==> config.mk <==
export PLATFORM = sky130hd
export DESIGN_NAME = rwps_watchdog
export DESIGN_NICKNAME = d
export VERILOG_FILES = /design/src/rwps_pkg.sv /design/src/rwps_watchdog.sv
export SDC_FILE = /design/constraint.sdc
export NUM_CORES = 1
export LEC_CHECK = 0
export ABC_AREA = 1
export BUFFER_PORTS_ARGS = -buffer_cell sky130_fd_sc_hd__buf_4
export CAP_MARGIN = 20
export CORE_ASPECT_RATIO = 0.5
export CORE_MARGIN = 8
export CORE_UTILIZATION = 40
export DETAILED_ROUTE_END_ITERATION = 16
export GPL_TIMING_DRIVEN = 0
export PLACE_DENSITY = 0.53
export SLEW_MARGIN = 5
export SYNTH_ARGS = -nofsm -noshare
export SYNTH_HDL_FRONTEND = slang
export SYNTH_SLANG_ARGS = --single-unit
==> constraint.sdc <==
create_clock -name clock -period 3.3 [get_ports clock]
set_input_delay 0 -clock clock [delete_from_list [all_inputs] [get_ports clock]]
set_output_delay 0 -clock clock [all_outputs]
set_load 0.01 [all_outputs]
==> src/rwps_pkg.sv <==
// Package with register map, field layout and timing constants of the watchdog supervisor
package rwps_pkg;
  // Clock register indices on the four low address pins
  localparam logic [3:0] REG_FLAGS    = 4'h0;
  localparam logic [3:0] REG_ALARM    = 4'h6;
  localparam logic [3:0] REG_WATCHDOG = 4'h7;
  // Field positions
  localparam int FLAGS_TIMEOUT_BIT = 7;
  localparam int ALARM_IRQ_EN_BIT  = 7;
  localparam int ALARM_BACKUP_BIT  = 6;
  localparam int WD_STEER_BIT      = 7;
  localparam int WD_MULT_LSB       = 2;
  localparam int WD_MULT_W         = 5;
  localparam int WD_RES_W          = 2;
  // Reset values
  localparam logic [7:0] WATCHDOG_RESET = 8'h00;
  localparam logic [1:0] ALARM_RESET    = 2'h0;
  // Resolution codes
  localparam logic [1:0] RES_SIXTEENTH = 2'h0;
  localparam logic [1:0] RES_QUARTER   = 2'h1;
  localparam logic [1:0] RES_ONE       = 2'h2;
  localparam logic [1:0] RES_FOUR      = 2'h3;
  // Timing
  localparam int CLK_MHZ           = 40;
  localparam int OSC_HZ            = 32768;
  localparam int STEP_BASE_TICKS   = OSC_HZ / 16;
  localparam int RECOVERY_TIME_US  = 2000;
  localparam int RESET_HOLD_TIME_US = 150000;
  localparam int RECOVERY_CYCLES   = RECOVERY_TIME_US * CLK_MHZ;
  localparam int RESET_HOLD_CYCLES = RESET_HOLD_TIME_US * CLK_MHZ;
  localparam int SYNC_W            = 19;
endpackage

==> src/rwps_watchdog.sv <==
// Watchdog timer, power-on defaults and supply supervision of the clock module
`timescale 1ns/10ps
`default_nettype none
module rwps_watchdog #(
  parameter int unsigned RECOVERY_CYCLES   = rwps_pkg::RECOVERY_CYCLES,
  parameter int unsigned RESET_HOLD_CYCLES = rwps_pkg::RESET_HOLD_CYCLES
) (
  input  wire logic       clock,
  input  wire logic       rstn,
  input  wire logic       clock_select_n,
  input  wire logic       memory_select_n,
  input  wire logic       write_n,
  input  wire logic       output_n,
  input  wire logic [3:0] addr,
  input  wire logic [7:0] data_in,
  input  wire logic       supply_above_trip,
  input  wire logic       osc_in,
  input  wire logic       oscillator_halt_bit,
  output logic      [7:0] data_out,
  output logic            data_oe,
  output logic            interrupt_output,
  output logic            interrupt_oe,
  output logic            supply_reset_output,
  output logic            supply_reset_oe
);

  ////////////////////////////////////////////////////////////////////////////
  // Pin synchronisers; every pin is asynchronous to clock
  logic [rwps_pkg::SYNC_W-1:0] sync1, sync2;

  always_ff @(posedge clock or negedge rstn) begin
    if (!rstn) begin
      sync1 <= 19'h78001;
      sync2 <= 19'h78001;
    end else begin
      sync1 <= {clock_select_n, memory_select_n, write_n, output_n, addr, data_in,
                supply_above_trip, osc_in, oscillator_halt_bit};
      sync2 <= sync1;
    end
  end

  logic       cs_n_s, ms_n_s, we_n_s, oe_n_s, ok_s, osc_s, halt_s;
  logic [3:0] addr_s;
  logic [7:0] din_s;

  assign {cs_n_s, ms_n_s, we_n_s, oe_n_s, addr_s, din_s, ok_s, osc_s, halt_s} = sync2;

  ////////////////////////////////////////////////////////////////////////////
  // Supply supervision
  logic [31:0] up_cnt;
  logic        access_ok;

  always_ff @(posedge clock or negedge rstn) begin
    if (!rstn) begin
      up_cnt <= 32'h0;
    end else if (!ok_s) begin
      up_cnt <= 32'h0;
    end else if (up_cnt < RESET_HOLD_CYCLES) begin
      up_cnt <= up_cnt + 32'h1;
    end
  end

  assign access_ok = ok_s && (up_cnt >= RECOVERY_CYCLES);

  always_ff @(posedge clock or negedge rstn) begin
    if (!rstn) begin
      supply_reset_output <= 1'b0;
      supply_reset_oe     <= 1'b1;
    end else begin
      supply_reset_output <= 1'b0;
      supply_reset_oe     <= !ok_s || (up_cnt < RESET_HOLD_CYCLES);
    end
  end

  ////////////////////////////////////////////////////////////////////////////
  // Host cycle decode; accesses take effect when the cycle ends
  logic       act_wr, act_rd, wr_prev, rd_prev, wr_end, rd_end, wd_access, flags_read;
  logic [3:0] cyc_addr;
  logic [7:0] cyc_data;

  assign act_wr = access_ok && !cs_n_s && ms_n_s && !we_n_s;
  assign act_rd = access_ok && !cs_n_s && ms_n_s && we_n_s && !oe_n_s;

  always_ff @(posedge clock or negedge rstn) begin
    if (!rstn) begin
      wr_prev  <= 1'b0;
      rd_prev  <= 1'b0;
      cyc_addr <= 4'h0;
      cyc_data <= 8'h00;
    end else begin
      wr_prev <= act_wr;
      rd_prev <= act_rd;
      if (act_wr || act_rd) begin
        cyc_addr <= addr_s;
        cyc_data <= din_s;
      end
    end
  end

  // A cycle cut short by supply loss is dropped, never committed
  assign wr_end     = wr_prev && !act_wr && access_ok;
  assign rd_end     = rd_prev && !act_rd && access_ok;
  assign wd_access  = (wr_end || rd_end) && cyc_addr == rwps_pkg::REG_WATCHDOG;
  assign flags_read = rd_end && cyc_addr == rwps_pkg::REG_FLAGS;

  ////////////////////////////////////////////////////////////////////////////
  // Registers
  logic [7:0] wdog;
  logic [1:0] alarm_en;

  always_ff @(posedge clock or negedge rstn) begin
    if (!rstn) begin
      wdog     <= rwps_pkg::WATCHDOG_RESET;
      alarm_en <= rwps_pkg::ALARM_RESET;
    end else if (wr_end) begin
      if (cyc_addr == rwps_pkg::REG_WATCHDOG) begin
        wdog <= cyc_data;
      end
      if (cyc_addr == rwps_pkg::REG_ALARM) begin
        alarm_en <= cyc_data[rwps_pkg::ALARM_IRQ_EN_BIT -: 2];
      end
    end
  end

  logic [4:0] mult;
  logic [1:0] res;
  logic       steer, enabled;

  assign steer   = wdog[rwps_pkg::WD_STEER_BIT];
  assign mult    = wdog[rwps_pkg::WD_MULT_LSB +: rwps_pkg::WD_MULT_W];
  assign res     = wdog[rwps_pkg::WD_RES_W-1:0];
  // A zero multiplier gives a zero period, treated as off
  assign enabled = (wdog != 8'h00) && (mult != 5'h0);

  ////////////////////////////////////////////////////////////////////////////
  // Timer on oscillator ticks
  // Four-second steps need a 17-bit prescaler
  function automatic logic [16:0] step_ticks(input logic [1:0] r);
    case (r)
      rwps_pkg::RES_SIXTEENTH: step_ticks = 17'(rwps_pkg::STEP_BASE_TICKS);
      rwps_pkg::RES_QUARTER:   step_ticks = 17'(rwps_pkg::STEP_BASE_TICKS * 4);
      rwps_pkg::RES_ONE:       step_ticks = 17'(rwps_pkg::STEP_BASE_TICKS * 16);
      default:                 step_ticks = 17'(rwps_pkg::STEP_BASE_TICKS * 64);
    endcase
  endfunction

  logic        osc_prev, osc_tick, step, timeout;
  logic [16:0] pre;
  logic [4:0]  steps;

  assign osc_tick = osc_s && !osc_prev && !halt_s;
  assign step     = osc_tick && (pre == step_ticks(res) - 17'h1);
  assign timeout  = enabled && step && (steps + 5'h1 == mult);

  always_ff @(posedge clock or negedge rstn) begin
    if (!rstn) begin
      osc_prev <= 1'b0;
      pre      <= 17'h0;
      steps    <= 5'h0;
    end else begin
      osc_prev <= osc_s;
      if (wd_access || !enabled || timeout) begin
        pre   <= 17'h0;
        steps <= 5'h0;
      end else if (step) begin
        pre   <= 17'h0;
        steps <= steps + 5'h1;
      end else if (osc_tick) begin
        pre <= pre + 17'h1;
      end
    end
  end

  ////////////////////////////////////////////////////////////////////////////
  // Flag, interrupt and read data
  logic timeout_flag, irq_pend;

  // A new timeout wins over a clear in the same cycle
  always_ff @(posedge clock or negedge rstn) begin
    if (!rstn) begin
      timeout_flag <= 1'b0;
      irq_pend     <= 1'b0;
    end else begin
      if (timeout) begin
        timeout_flag <= 1'b1;
      end else if (flags_read) begin
        timeout_flag <= 1'b0;
      end
      if (timeout && !steer) begin
        irq_pend <= 1'b1;
      end else if (flags_read || wd_access) begin
        irq_pend <= 1'b0;
      end
    end
  end

  always_ff @(posedge clock or negedge rstn) begin
    if (!rstn) begin
      interrupt_output <= 1'b0;
      interrupt_oe     <= 1'b0;
    end else begin
      interrupt_output <= 1'b0;
      interrupt_oe     <= irq_pend;
    end
  end

  always_ff @(posedge clock or negedge rstn) begin
    if (!rstn) begin
      data_out <= 8'h00;
      data_oe  <= 1'b0;
    end else begin
      data_oe <= act_rd;
      case (addr_s)
        rwps_pkg::REG_FLAGS:    data_out <= {timeout_flag, 7'h00};
        rwps_pkg::REG_ALARM:    data_out <= {alarm_en, 6'h00};
        rwps_pkg::REG_WATCHDOG: data_out <= wdog;
        default:                data_out <= 8'h00;
      endcase
    end
  end
endmodule
`default_nettype wire

==> metrics.md <==
| Metric | Value |
|---|---|
| Mapped Area | `5830 µm²` |
| Die Y | `101 µm` |
| Min-delay worst type | `in2async` |
| Post-Syn Area per Cell | `8.92 µm²` |
| Kind of critical path | `reg2reg` |
| Cts repair resizes | `0` |
| Initial DRC Count | `324` |
| Synth cell types | `36` |
| Gr usage total | `14.9%` |
| Pwr/cell area | `around 510 nW/µm²` |
| TritonCTS clock tree | `done` |
| Number of max-cap violations | `0` |
| Maximum number of pins on one net before global-route repair | `between 70 and 80` |
| Total grt overflow | `0` |
| Layout Nets | `751` |
| P_leak | `0.00339 µW` |
| Clk_lat worst skew | `0.41 ns` |
| Ports | `34` |
| Antenna cell count | `0` |
| Final Hold Viols | `0` |
| Syn Inst Count | `between 600 and 700` |
| Drt first pass iters | `4` |
| Critical Path Sink Type | `register` |
| CTS root buf | `clkbuf_16` |
| Initial core utilization | `40.7%` |
| Crit start category | `register` |
| Area Overhead vs Synth | `22.5%` |
| RePlAce Congestion | `roughly 0.85` |
| Port bufs | `31` |
| Area contributors post-synth | `dfrtp_1 (51%), nand2_1 (8.9%), nand4_1 (6.1%)` |
| Synthesis Warnings | `0` |
| CP arrival | `about 2.4 ns` |
| Clock share of power | `a little over half` |
| Via count | `4586` |
| Post-layout worst setup margin | `around 1.2 ns` |
| Max Fclk | `478 MHz` |
| Yosys top cell by area | `dfrtp_1` |
| Worst-path clk slew | `0.06 ns` |
| Synth Register Bits | `129` |
| WHS | `0.185 ns` |
| Initial antenna violation count | `0` |
| Register-to-Register Path Depth | `6` |
| CTS max path bufs | `2` |
| Internal Power | `about 2800 µW` |
| Sink Count | `~130` |
| Status | `finished, final reports clean` |
| TritonCTS Buffers | `17` |
| WL/cell | `13.9 µm` |
| Clk_skew | `roughly 0.008 ns` |
| Layout cell share with drive strength beyond 1 | `15.0%` |
| Fraction of the yosys area taken by sequential cells | `around 56%` |
| Setup violators final | `0` |
| Pre-CTS WS | `approximately 1.2 ns` |
| Worst path required time | `3.62 ns` |
| Max transition margin | `49.5%` |
| Sequential power share | `around 45%` |
| First-pass GRT wire length | `22800 µm` |
| Max VDD drop | `0.000357 V` |
| Worst-path fanout max | `7` |
| Synth top area share | `between 50% and 60%` |
| Setup TNS | `0 ns` |
| Sw power | `818 µW` |
| WL final | `13000 µm` |
| Slew Viols, Final | `0` |
| Final Critical Period | `between 2 and 2.5 ns` |
| Row Count | `31` |
| Remaining antenna violation count after routing | `0` |
| Switching Fraction | `a little under a quarter` |
| Vias in the first global route | `~4700` |
| Drt drc | `0` |
| Actual slew at the worst max-slew pin | `between 0.7 and 0.8 ns` |
| Period utilization | `63.4%` |
| Hpwl dp | `8880 µm` |
| Gate power share | `2.9%` |
| Die Area | `18900 µm²` |
| Vias per cell | `4.89` |
| DIE WIDTH | `187 µm` |
| Fill cells | `approximately 1400` |
| RSZ-0062 raised after global routing | `no` |
| Core area | `14400 µm²` |
| H-tree levels | `4` |
-- cells in the mapped netlist (all sizes together) --
library cell and instances:
ha 4, a211oi 1, a21oi 14, conb 1
buf 16, nor3b 1, xnor2 6, clkbuf 4
clkinv 1, o2111ai 2, xor2 22, nor2b 1
o31ai 8, nor4 6, nand3 34, nand4 57
inv 92, o21ai 38, nor2 65, a31oi 1
dfstp 11, nand2 143, a221o 1, dfrtp 118
nor3 7
-- registers in the layout, indices dropped and copies added, names as in the netlist, 2 cells and up --
signal and count:
wdog 8, alarm_en 2, cyc_addr 4, data_out 8
sync1 19, sync2 19, up_cnt 32, cyc_data 8
steps 5, pre 17
-- kinds of logic (layout without fill, tap and decap cells) --
| family | after synthesis | after routing | synth area share, % |
|---|---|---|---|
| other cells | 1 | 2 | 0.0643 |
| fa+ha+maj | 4 | 4 | 0.858 |
| simple gates | 314 | 314 | 24.7 |
| buf+inv | 113 | 197 | 8.08 |
| xor+xnor | 28 | 28 | 4.20 |
| compound gates | 65 | 65 | 6.50 |
| flops | 129 | 129 | 55.6 |
-- repair_timing --
| item | in CTS | in global routing |
|---|---|---|
| endpoints found under the hold margin | 85 | 0 |
| hold buffers | 20 | 0 |
| buffers inserted | 0 | 0 |
-- cell usage in the layout (no fill, tap or decap), types with 2 or more instances in the layout --
cell type and count:
nor2_1 61, clkbuf_16 17, inv_1 84, xor2_1 22, clkbuf_1 4, dfstp_2 11, ha_1 4, nand2_2 4
nand2_1 139, dfrtp_1 118, conb_1 2, clkinv_4 5, inv_6 2, buf_2 8, nor2_2 3, inv_2 8
clkinvlp_4 4, nor3_1 7, buf_4 34, nor4_1 6, nand4_1 57, nand3_1 31, o31ai_1 8, buf_6 4
a21oi_1 13, o21ai_1 32, xnor2_1 6, bufinv_16 2, o21ai_0 6, dlygate4sd3_1 20, nand3_2 3
-- power by group through the flow --
stage          Sequential [µW]  Clock [µW]  Combinational, µW
2_1_floorplan             1650           0               25.6
3_3_place_gp              1660           0               83.4
3_5_place_dp              1660           0               89.3
4_1_cts                   1630        1930                108
5_1_grt                   1630        1990                121
6_report                  1630        1880                105
-- final cells by class --
class	count	area, µm²	share of cell area [%]
clock buffers	18	439	6.15
clock inverters	14	156	2.19
flip-flops and latches	129	3240	45.4
plain buffers	20	123	1.72
multi-input cells	413	2120	29.7
repair buffers	52	464	6.50
inverters	93	349	4.89
well taps	198	248	3.47
-- critical path, cell delays in order, from the launching register on --
cell and delay (ns):
dfrtp_1 0.41, ha_1 0.34, nand2_1 0.14, nor3_1 0.53, nand3_1 0.17, xor2_1 0.18
o31ai_1 0.23
-- final timing paths --
| path | startpoint | to | slack [ns] |
|---|---|---|---|
| min in group clock | memory_select_n | sync1[17] | 0.23 |
| worst min register to register | sync1[6] | sync2[6] | 0.35 |
| worst max register to register | up_cnt[0] | up_cnt[14] | 1.21 |
| worst max-delay path | up_cnt[0] | up_cnt[14] | 1.21 |
| max in group asynchronous | rstn | sync1[18] | 2.34 |
| worst min-delay path | rstn | pre[3] | 0.18 |
-- metal layers --
layer	share of wire [%]	track usage, %
met1	47	18.8
met5	0	0
met2	48	24.8
met4	1.2	5.82
met3	3.7	3.51
-- metrics by stage --
step                      utilization [%]  std cells  instance area (µm²)  total power (µW)
final                                49.8        937                 7150              3620
after global routing                 49.8        937                 7150              3750
after CTS                            49.8        937                 7150              3660
after detailed placement             44.2        885                 6350              1750
after global placement               44.0        884                 6320              1740
after floorplan                         -        655                 5840              1680
Note: power is estimated with default switching activity, not from simulation.
